File: src/hw/wdp_pkg.sv
package wdp_pkg;

  // Clock rate and the nominal rate of the low-frequency oscillator.
  localparam int unsigned CLK_HZ = 20_000_000;
  localparam int unsigned LFO_HZ = 31_000;
  // One oscillator tick per this many bus clocks, rounded down to keep it nominal.
  localparam int unsigned LFO_TICK_CYC = CLK_HZ / LFO_HZ;
  localparam logic [9:0] LFO_TICK_LAST = 10'(LFO_TICK_CYC - 1);

  // Register indices and byte addresses (byte address is four times the index).
  localparam logic [9:0] IDX_CTRL = 10'h018;
  localparam logic [9:0] IDX_OPTION = 10'h081;
  localparam logic [11:0] ADDR_CTRL = {IDX_CTRL, 2'b00};
  localparam logic [11:0] ADDR_OPTION = {IDX_OPTION, 2'b00};
  localparam logic [11:0] ADDR_STATE = 12'h300;
  localparam logic [11:0] ADDR_CMD = 12'h304;
  localparam logic [11:0] ADDR_IRQ_STS = 12'h308;
  localparam logic [11:0] ADDR_IRQ_MASK = 12'h30C;

  // Reset values.
  localparam logic [7:0] CTRL_RESET = 8'h08;
  localparam logic [7:0] OPTION_RESET = 8'hFF;
  localparam logic [1:0] IRQ_RESET = 2'h0;

  // Field positions.
  localparam int unsigned OPT_PSA_BIT = 3;
  localparam int unsigned CMD_CLEAR_BIT = 0;
  localparam int unsigned CMD_SLEEP_BIT = 1;
  localparam int unsigned IRQ_RESET_BIT = 0;
  localparam int unsigned IRQ_WAKE_BIT = 1;

  // Highest legal period select code and the smallest prescale ratio.
  localparam logic [3:0] PS_MAX_CODE = 4'hB;
  localparam logic [16:0] PRESCALE_MIN = 17'h00020;

  // Watchdog control register layout.
  typedef struct packed {
    logic [2:0] unused;
    logic [3:0] period_select;
    logic software_wd_enable;
  } wdp_ctrl_t;

  // Timeout events leaving the block.
  typedef struct packed {
    logic timeout_wake;
    logic timeout_reset;
  } wdp_evt_t;

  // Watchdog states, Gray coded along off, run, sleep, hold.
  typedef enum logic [1:0] {
    WDP_OFF = 2'b00,
    WDP_RUN = 2'b01,
    WDP_SLEEP = 2'b11,
    WDP_HOLD = 2'b10
  } wdp_state_t;

endpackage

File: src/hw/wdp_top.sv
// The implementer's own choice: the AHB-Lite register port.
`timescale 1ns/1ps
`default_nettype none
// Summary of operation
// [RQ1] Time base is the 31 kHz low-frequency oscillator tick, not its ready flag.
// [RQ2] Control register resets to 0x08: period code 0100, software enable off.
// [RQ3] Oscillator start-up timer running holds the watchdog in reset; resumes afterwards.
// [RQ4] Sixteen-bit prescaler divides oscillator ticks by 32 up to 65536.
// [RQ5] Watchdog prescaler is separate from the timer zero prescale select; option bits 2-0 also postscale the watchdog when option bit 3 is set.
// [RQ6] Configuration enable set keeps watchdog running regardless of software enable.
// [RQ7] With configuration enable clear, control bit 0 starts and stops watchdog.
// [RQ8] Period select bits 4-1 double the ratio; codes above 1011 reserved.
// [RQ9] Count clears when disabled, on clear command, oscillator failure, non-crystal wake.
// [RQ10] Crystal clock wake keeps count cleared until start-up timer finishes.
// [RQ11] Control bits 7-5 read zero and ignore writes.
// [RQ12] Sleep command clears the count but leaves the watchdog running.
// [RQ13] Timeout during sleep wakes the device and clears timeout status.
// [RQ14] Timeout outside sleep resets the device, clears status, restarts from zero.
module wdp_top (
  input wire logic hclk, // Bus clock.
  input wire logic hresetn, // Asynchronous reset, active low.
  input wire logic hsel, // Slave select.
  input wire logic [31:0] haddr, // Byte address.
  input wire logic [1:0] htrans, // Transfer type.
  input wire logic hwrite, // Write when high.
  input wire logic [2:0] hsize, // Transfer size, word only.
  input wire logic [31:0] hwdata, // Write data.
  input wire logic hready, // Bus ready.
  output logic hreadyout, // Slave ready.
  output logic [31:0] hrdata, // Read data.
  output logic hresp, // Always OKAY.
  input wire logic config_wd_enable, // Configuration word enable.
  input wire logic osc_fail, // Oscillator failure pulse.
  input wire logic osc_startup_running, // Start-up timer counting.
  input wire logic sleep_exit, // Wake from another source.
  input wire logic crystal_clock, // System clock is crystal type.
  output logic wd_reset, // Device reset pulse.
  output logic wd_wake, // Wake from sleep pulse.
  output logic timeout_status, // Timeout status, low after timeout.
  output logic [2:0] timer_prescale_select, // Timer zero prescale select.
  output logic prescaler_assign, // Timer zero prescaler assignment.
  output logic irq // Interrupt request.
);
  import wdp_pkg::*;

  // Compare the latched offset against a register address.
  function automatic logic hit(input logic [11:0] a, input logic [11:0] r);
    return a == r;
  endfunction

  // Last prescaler count for a period code; reserved codes use the longest ratio.
  function automatic logic [15:0] pre_term(input logic [3:0] code);
    logic [16:0] r;
    r = 17'h00000;
    if (code > PS_MAX_CODE) begin
      r = 17'h0FFFF;
    end else begin
      r = (PRESCALE_MIN << code) - 17'h00001;
    end
    return r[15:0];
  endfunction

  logic acc;
  logic wr_pend_q;
  logic rd_pend_q;
  logic [11:0] addr_q;
  logic hreadyout_q;
  logic [31:0] hrdata_q;
  logic [31:0] rd_mux;
  wdp_ctrl_t ctrl_q;
  logic [7:0] option_q;
  logic [1:0] irq_mask_q;
  logic [1:0] irq_sts_q;
  logic irq_q;
  logic wr_ctrl;
  logic wr_cmd;
  logic clr_instr;
  logic sleep_cmd;
  logic [9:0] tick_cnt_q;
  logic lfo_tick;
  logic [15:0] pre_cnt_q;
  logic [6:0] post_cnt_q;
  logic [6:0] post_term;
  logic counting;
  logic timeout;
  logic wake_evt;
  logic count_clear;
  logic en;
  logic ost_seen_q;
  wdp_state_t state_q;
  wdp_state_t state_d;
  wdp_evt_t evt_q;
  logic timeout_status_q;

  // Address phase is taken only when the bus is ready, so stalled phases never repeat.
  assign acc = hsel & htrans[1] & hready;
  assign wr_ctrl = wr_pend_q & hit(addr_q, ADDR_CTRL);
  assign wr_cmd = wr_pend_q & hit(addr_q, ADDR_CMD);
  assign clr_instr = wr_cmd & hwdata[CMD_CLEAR_BIT];
  assign sleep_cmd = wr_cmd & hwdata[CMD_SLEEP_BIT];

  // Latch the address phase; reads get one wait state so a preceding write is visible.
  always_ff @(posedge hclk or negedge hresetn) begin
    if (!hresetn) begin
      wr_pend_q <= 1'b0;
      rd_pend_q <= 1'b0;
      addr_q <= 12'h000;
      hreadyout_q <= 1'b1;
    end else begin
      wr_pend_q <= acc & hwrite;
      rd_pend_q <= acc & ~hwrite;
      hreadyout_q <= ~(acc & ~hwrite);
      if (acc) begin
        addr_q <= haddr[11:0];
      end
    end
  end

  // Read multiplexer; unmapped offsets and the command register read as zero.
  always_comb begin
    rd_mux = 32'h00000000;
    if (hit(addr_q, ADDR_CTRL)) begin
      rd_mux = {24'h000000, 3'h0, ctrl_q.period_select, ctrl_q.software_wd_enable}; // RQ11
    end else if (hit(addr_q, ADDR_OPTION)) begin
      rd_mux = {24'h000000, option_q};
    end else if (hit(addr_q, ADDR_STATE)) begin
      rd_mux = {27'h0000000, timeout_status_q, ost_seen_q, state_q, en};
    end else if (hit(addr_q, ADDR_IRQ_STS)) begin
      rd_mux = {30'h00000000, irq_sts_q};
    end else if (hit(addr_q, ADDR_IRQ_MASK)) begin
      rd_mux = {30'h00000000, irq_mask_q};
    end
  end

  // Read data is captured in the wait cycle and stands until the next read.
  always_ff @(posedge hclk or negedge hresetn) begin
    if (!hresetn) begin
      hrdata_q <= 32'h00000000;
    end else if (rd_pend_q) begin
      hrdata_q <= rd_mux;
    end
  end

  // Control and option registers; the unused control bits are never stored.
  always_ff @(posedge hclk or negedge hresetn) begin
    if (!hresetn) begin
      ctrl_q <= CTRL_RESET; // RQ2
      option_q <= OPTION_RESET;
      irq_mask_q <= IRQ_RESET;
    end else begin
      if (wr_ctrl) begin
        ctrl_q <= {3'h0, hwdata[4:0]}; // RQ11
      end
      if (wr_pend_q & hit(addr_q, ADDR_OPTION)) begin
        option_q <= hwdata[7:0];
      end
      if (wr_pend_q & hit(addr_q, ADDR_IRQ_MASK)) begin
        irq_mask_q <= hwdata[1:0];
      end
    end
  end

  // Free-running oscillator tick; the oscillator itself never stops for the watchdog.
  assign lfo_tick = tick_cnt_q == LFO_TICK_LAST; // RQ1
  always_ff @(posedge hclk or negedge hresetn) begin
    if (!hresetn) begin
      tick_cnt_q <= 10'h000;
    end else if (lfo_tick) begin
      tick_cnt_q <= 10'h000;
    end else begin
      tick_cnt_q <= tick_cnt_q + 10'h001;
    end
  end

  // Either enable runs the watchdog; the configuration bit overrides software.
  assign en = config_wd_enable | ctrl_q.software_wd_enable; // RQ6 RQ7

  // Postscale from the option bits only when the prescaler is assigned to the watchdog.
  assign post_term = option_q[OPT_PSA_BIT] ?
                     7'((8'h01 << option_q[2:0]) - 8'h01) : 7'h00; // RQ5
  // A running start-up timer borrows the counter, so it stops counting in that very cycle.
  assign counting = ((state_q == WDP_RUN) | (state_q == WDP_SLEEP)) & ~osc_startup_running; // RQ3
  assign timeout = counting & lfo_tick & (pre_cnt_q >= pre_term(ctrl_q.period_select)) &
                   (post_cnt_q >= post_term); // RQ8
  assign wake_evt = (state_q == WDP_SLEEP) & (timeout | sleep_exit);
  // Any clear source, or a state that is not counting, zeroes both stages.
  assign count_clear = ~counting | clr_instr | osc_fail | sleep_cmd | wake_evt; // RQ9 RQ12

  // Sequencing of off, run, sleep and the start-up hold.
  always_comb begin
    state_d = state_q;
    if (osc_startup_running) begin
      state_d = WDP_HOLD; // RQ3
    end else begin
      unique case (state_q)
        WDP_OFF: begin
          if (en) begin
            state_d = WDP_RUN;
          end
        end
        WDP_RUN: begin
          if (!en) begin
            state_d = WDP_OFF;
          end else if (sleep_cmd) begin
            state_d = WDP_SLEEP; // RQ12
          end
        end
        WDP_SLEEP: begin
          if (wake_evt) begin
            state_d = crystal_clock ? WDP_HOLD : (en ? WDP_RUN : WDP_OFF); // RQ10
          end else if (!en) begin
            state_d = WDP_OFF;
          end
        end
        WDP_HOLD: begin
          if (ost_seen_q) begin
            state_d = en ? WDP_RUN : WDP_OFF; // RQ3
          end
        end
      endcase
    end
  end

  // A crystal wake waits for the start-up timer to have run and then finished.
  always_ff @(posedge hclk or negedge hresetn) begin
    if (!hresetn) begin
      state_q <= WDP_OFF;
      ost_seen_q <= 1'b0;
    end else begin
      state_q <= state_d;
      ost_seen_q <= (state_d == WDP_HOLD) & (ost_seen_q | osc_startup_running); // RQ10
    end
  end

  // Prescaler then postscaler; both wrap to zero at terminal count.
  always_ff @(posedge hclk or negedge hresetn) begin
    if (!hresetn) begin
      pre_cnt_q <= 16'h0000;
      post_cnt_q <= 7'h00;
    end else if (count_clear) begin
      pre_cnt_q <= 16'h0000; // RQ9
      post_cnt_q <= 7'h00;
    end else if (lfo_tick) begin
      if (pre_cnt_q >= pre_term(ctrl_q.period_select)) begin
        pre_cnt_q <= 16'h0000; // RQ4 RQ14
        post_cnt_q <= (post_cnt_q >= post_term) ? 7'h00 : post_cnt_q + 7'h01;
      end else begin
        pre_cnt_q <= pre_cnt_q + 16'h0001;
      end
    end
  end

  // Timeout outputs; status drops on timeout, rises again on clear or sleep.
  always_ff @(posedge hclk or negedge hresetn) begin
    if (!hresetn) begin
      evt_q <= '0;
      timeout_status_q <= 1'b1;
    end else begin
      evt_q.timeout_reset <= timeout & (state_q == WDP_RUN); // RQ14
      evt_q.timeout_wake <= timeout & (state_q == WDP_SLEEP); // RQ13
      if (timeout) begin
        timeout_status_q <= 1'b0; // RQ13 RQ14
      end else if (clr_instr | sleep_cmd) begin
        timeout_status_q <= 1'b1;
      end
    end
  end

  // Sticky event bits: a new event wins over a write-one clear in the same cycle.
  always_ff @(posedge hclk or negedge hresetn) begin
    if (!hresetn) begin
      irq_sts_q <= IRQ_RESET;
      irq_q <= 1'b0;
    end else begin
      irq_sts_q <= (irq_sts_q & ~((wr_pend_q & hit(addr_q, ADDR_IRQ_STS)) ? hwdata[1:0] : 2'h0))
                   | {evt_q.timeout_wake, evt_q.timeout_reset};
      irq_q <= |(irq_sts_q & irq_mask_q);
    end
  end

  assign hreadyout = hreadyout_q;
  assign hrdata = hrdata_q;
  assign hresp = 1'b0;
  assign wd_reset = evt_q.timeout_reset;
  assign wd_wake = evt_q.timeout_wake;
  assign timeout_status = timeout_status_q;
  assign timer_prescale_select = option_q[2:0];
  assign prescaler_assign = option_q[OPT_PSA_BIT];
  assign irq = irq_q;
endmodule
`default_nettype wire

File: config.mk
export PLATFORM = sky130hd
export DESIGN_NAME = wdp_top
export DESIGN_NICKNAME = d
export VERILOG_FILES = /design/src/hw/wdp_pkg.sv /design/src/hw/wdp_top.sv
export SDC_FILE = /design/constraint.sdc
export NUM_CORES = 1
export LEC_CHECK = 0
export BUFFER_PORTS_ARGS = -buffer_cell sky130_fd_sc_hd__buf_2
export CORE_UTILIZATION = 45
export CTS_CLUSTER_SIZE = 24
export DETAILED_ROUTE_END_ITERATION = 8
export PLACE_DENSITY = 0.69
export SETUP_SLACK_MARGIN = 0.15
export SYNTH_ARGS = -nofsm -noshare
export SYNTH_HDL_FRONTEND = slang
export SYNTH_SLANG_ARGS = --single-unit
File: constraint.sdc
create_clock -name hclk -period 4.2 [get_ports hclk]
set_input_delay 0.21 -clock hclk [delete_from_list [all_inputs] [get_ports hclk]]
set_output_delay 0.21 -clock hclk [all_outputs]
set_load 0.05 [all_outputs]
==> PnR_summary.wiki <==
{| class="wikitable"
! Metric !! Value
|-
| Sinks on Clock Net || 80
|-
| Die extent in x || ~100 µm
|-
| Count of different cell masters after synthesis || 54
|-
| Drt pass-1 iters || 5
|-
| Unrepaired setup endpoints after global routing || no
|-
| Antenna violations before repair || 0
|-
| Clock tree from TritonCTS || yes
|-
| Final hold slack || -0.0381 ns
|-
| Wire length per cell after detailed routing || 14.1 µm
|-
| Wire length reported by the detailed router || between 8 and 9 mm
|-
| Netlist area before placement || 4530 µm²
|-
| Actual transition at the worst max-transition pin || 1.03 ns
|-
| Number of routed nets with antenna violations || 0
|-
| Max-slew violation count || 0
|-
| Status || finished, violations left
|-
| Syn Inst Count || 458
|-
| Clock root buffer || sky130_fd_sc_hd__clkbuf_8
|-
| Post-synthesis register bit count || 80
|-
| Max IR drop VDD || 195 µV
|-
| Violated checks || hold timing
|-
| Total clock buffers created by CTS || 9
|-
| Count of vias placed by the detailed router || 3428
|-
| Count of fill cells added during filler insertion || 908
|-
| Count of buffers inserted at the top-level ports || 47
|-
| Type of the most critical hold path || input pin to async pin
|-
| Number of levels the H-tree was split into || 3
|-
| Cell type with the highest aggregate area in the netlist || sky130_fd_sc_hd__dfrtp_1
|-
| Launching element of the worst setup path || ctrl_q[3]
|-
| Shortest period the worst path allows || 3.74 ns
|-
| Register-to-register setup slack || ~0.46 ns
|-
| Critical Path End || state_q[1]
|-
| Via count of the first global-routing pass || 3130
|-
| Number of instances resized during post-cts repair || 0
|-
| Clock Skews || 0.00924 ns
|-
| Postcts setup bufs || 0
|-
| Detailed-routing wirelength on met1 || 4.17 mm
|-
| Layout cell share with drive strength beyond 1 || between 20% and 30%
|-
| Clock network latency to the later pin of the worst-skew pair || between 0.3 and 0.4 ns
|-
| Fraction of synthesized cell area taken by the top area cell type || 38.1%
|-
| Post-synthesis sequential area ratio || 44.5%
|-
| Average instance area after synthesis || 9.89 µm²
|-
| Standard cell core area || 9770 µm²
|-
| R2R cell count || 13
|-
| Amount of wire on met3 after detailed routing || 428 µm
|-
| Initial core utilization || a little under half
|-
| Full die area || 10500 µm²
|-
| Ratio of total power to cell area || 342 nW/µm²
|-
| Count of routing violations after the opening detailed-route iteration || 256
|-
| Post-detailed-route DRC marker count || 0
|-
| Height of the chip || 102 µm
|-
| Fmax || 0.267 GHz
|-
| Critical Path AT || around 4 ns
|-
| Hold bufs inserted after CTS || 0
|-
| Top FF cell, synth || sky130_fd_sc_hd__dfrtp_1
|-
| GPL Wtd Cong || 0.840
|-
| Critical Path End Type || flip-flop
|-
| Layout net count || 601
|-
| R2R Path Start || ctrl_q[3]
|-
| HPWL reported at the end of detailed placement || 6.57 mm
|-
| Setup violators final || 0
|-
| Global routing usage summed across all routing layers || about a fifth
|-
| Cell count after placement || 621
|-
| Syn-to-layout area delta || 10.6%
|-
| Met2 wirelength from detailed routing || 4.24 mm
|-
| Kind of critical path || flip-flop to flip-flop
|-
| Clock buffer depth || 2
|-
| R2R Path End || state_q[1]
|-
| Count of synthesis-stage warnings from yosys || 0
|-
| Critical Path Fanout Max || 16
|-
| Non-filler cells, final || 637
|-
| Wire length of the first global-routing pass || between 15 and 20 mm
|-
| Maximum number of pins on one net before global-route repair || a little over 80
|-
| Cell leakage power || 2.25 nW
|-
| Global-route congestion overflow total || 0
|-
| Antenna diode count || 0
|-
| Top layer reached by signal wires || met4
|-
| Core Rows || 36
|-
| Ys async rst share || 100%
|-
| Routed via count divided by cell count || 5.38
|-
| Final count of hold timing violations || 6
|-
| Fin crit share || 89.1%
|-
| Number of max-cap violations || 0
|-
| Required @ worst endpoint || approximately 4.5 ns
|-
| Number of enable flip-flop cells after synthesis || 0
|-
| Setup TNS || 0 ns
|-
| Top post-synthesis cells by area || sky130_fd_sc_hd__dfrtp_1 (38%), sky130_fd_sc_hd__mux2_2 (7.2%), sky130_fd_sc_hd__dfstp_2 (6.4%), sky130_fd_sc_hd__ha_1 (6.4%), sky130_fd_sc_hd__buf_4 (4.6%)
|-
| Nature of the critical path startpoint || flip-flop
|-
| Ports || 121
|-
| Clock-pin slew on the worst setup and hold paths || 0.09 ns
|-
| Worst relative slew slack || about a third
|}
==> cells in the final DEF (no fill, tap or decap), drive strengths merged, types with 3 or more instances in the layout <==
cell and instances:
dfrtp 69, xnor2 11, a21oi 20, clkbuf 9
or3 4, o22ai 5, nor2 54, nor3 9
nand4 12, ha 23, a22o 4, dfstp 11
and3 6, nand2b 5, and2 3, o21ai 18
nor2b 3, buf 50, nor3b 6, a222oi 5
mux2 29, a21o 5, nand3 19, a31oi 4
nand2 33, conb 25, clkinv 3, inv 17
xor2 10, nor4 3
==> Yosys cell counts, types with 9 or more instances <==
library cell / count
sky130_fd_sc_hd__ha_1: 23
sky130_fd_sc_hd__o21ai_0: 18
sky130_fd_sc_hd__inv_1: 15
sky130_fd_sc_hd__nor2_1: 54
sky130_fd_sc_hd__buf_4: 28
sky130_fd_sc_hd__dfrtp_1: 69
sky130_fd_sc_hd__nand2_1: 32
sky130_fd_sc_hd__dfstp_2: 11
sky130_fd_sc_hd__mux2_2: 29
sky130_fd_sc_hd__xor2_1: 10
sky130_fd_sc_hd__clkbuf_1: 12
sky130_fd_sc_hd__nand3_1: 19
sky130_fd_sc_hd__xnor2_1: 11
sky130_fd_sc_hd__nand4_1: 12
sky130_fd_sc_hd__nor3_1: 9
sky130_fd_sc_hd__a21oi_1: 20
==> worst min path at each step <==
stage,start,to,cells past startpoint
2_1_floorplan,hresetn,addr_q[0],0
6_report,hresetn,hrdata[5],1
4_1_cts,hresetn,hrdata[5],1
5_1_grt,hwdata[7],option_q[7],2
3_3_place_gp,hresetn,hrdata[6],1
3_5_place_dp,hresetn,hrdata[3],1
==> registers in the layout (all words and copies together) (netlist names), 2 cells and up <==
signal      cells
pre_cnt_q      16
addr_q         12
tick_cnt_q     10
hrdata          8
option_q        8
post_cnt_q      7
ctrl_q          5
irq_mask_q      2
irq_sts_q       2
state_q         2
==> worst max-delay path, cell delays in order, from the launching register on <==
cell and delay [ns]:
sky130_fd_sc_hd__dfstp_2 0.69, sky130_fd_sc_hd__nor2_1 0.12, sky130_fd_sc_hd__nand2_1 0.11, sky130_fd_sc_hd__ha_1 0.36, sky130_fd_sc_hd__nor2b_1 0.28, sky130_fd_sc_hd__a31oi_1 0.13, sky130_fd_sc_hd__o32ai_1 0.17, sky130_fd_sc_hd__ha_1 0.30
sky130_fd_sc_hd__and4_1 0.18, sky130_fd_sc_hd__a221o_1 0.36, sky130_fd_sc_hd__a21oi_1 0.35, sky130_fd_sc_hd__a2111oi_4 0.14, sky130_fd_sc_hd__and2_1 0.19, sky130_fd_sc_hd__a211o_1 0.26
==> power by group <==
group | internal [mW] | total (mW) | switching [mW]
combinational | 0.0759 | 0.244 | 0.168
clock | 0.288 | 0.608 | 0.320
sequential | 0.815 | 0.860 | 0.0442
total | 1.18 | 1.71 | 0.532
==> per-stage QoR <==
step / power (mW) / setup slack, ns / cell area, µm² / util (%) / hold slack (ns)
after detailed placement: 1.12 / 0.476 / 4770 / 48.8 / 0.446
final: 1.71 / 0.457 / 5010 / 51.2 / -0.0381
after floorplan: 1.07 / 0.962 / 4620 / - / -0.0856
after global placement: 1.11 / 0.513 / 4770 / 48.8 / 0.430
after global routing: 1.79 / 0.151 / 5010 / 51.2 / 0.0593
after CTS: 1.73 / 0.427 / 4980 / 51.0 / 0.0505
==> layer usage <==
metal | global-route usage [%] | vias to the layer above
li1 | - | 1667
met1 | 26.4 | 1665
met2 | 28.6 | 84
met3 | 3.83 | 12
met4 | 6.59 | 0
met5 | 0 | -
==> area by class of cell <==
class                           count  area [µm²]  area share (%)
Multi-Input combinational cell    343        2290            45.8
Sequential cell                    80        2020            40.3
Clock inverter                      7        91.3            1.82
Inverter                           15        56.3            1.12
Timing Repair Buffer               50         260            5.20
Tap cell                          133         166            3.32
Clock buffer                        9         124            2.47
==> kinds of logic (layout without fill, tap and decap cells) <==
| logic type | after synthesis | in the layout | share of synthesized area (%) |
|---|---|---|---|
| fa+ha+maj | 23 | 23 | 6.36 |
| flops | 80 | 80 | 44.5 |
| other cells | 1 | 25 | 0.0828 |
| simple gates | 168 | 168 | 19.1 |
| compound gates | 77 | 77 | 11.4 |
| mux | 29 | 29 | 7.21 |
| buf+inv | 59 | 81 | 7.32 |
| xor+xnor | 21 | 21 | 4.06 |
Note: power is estimated with default switching activity, not from simulation.
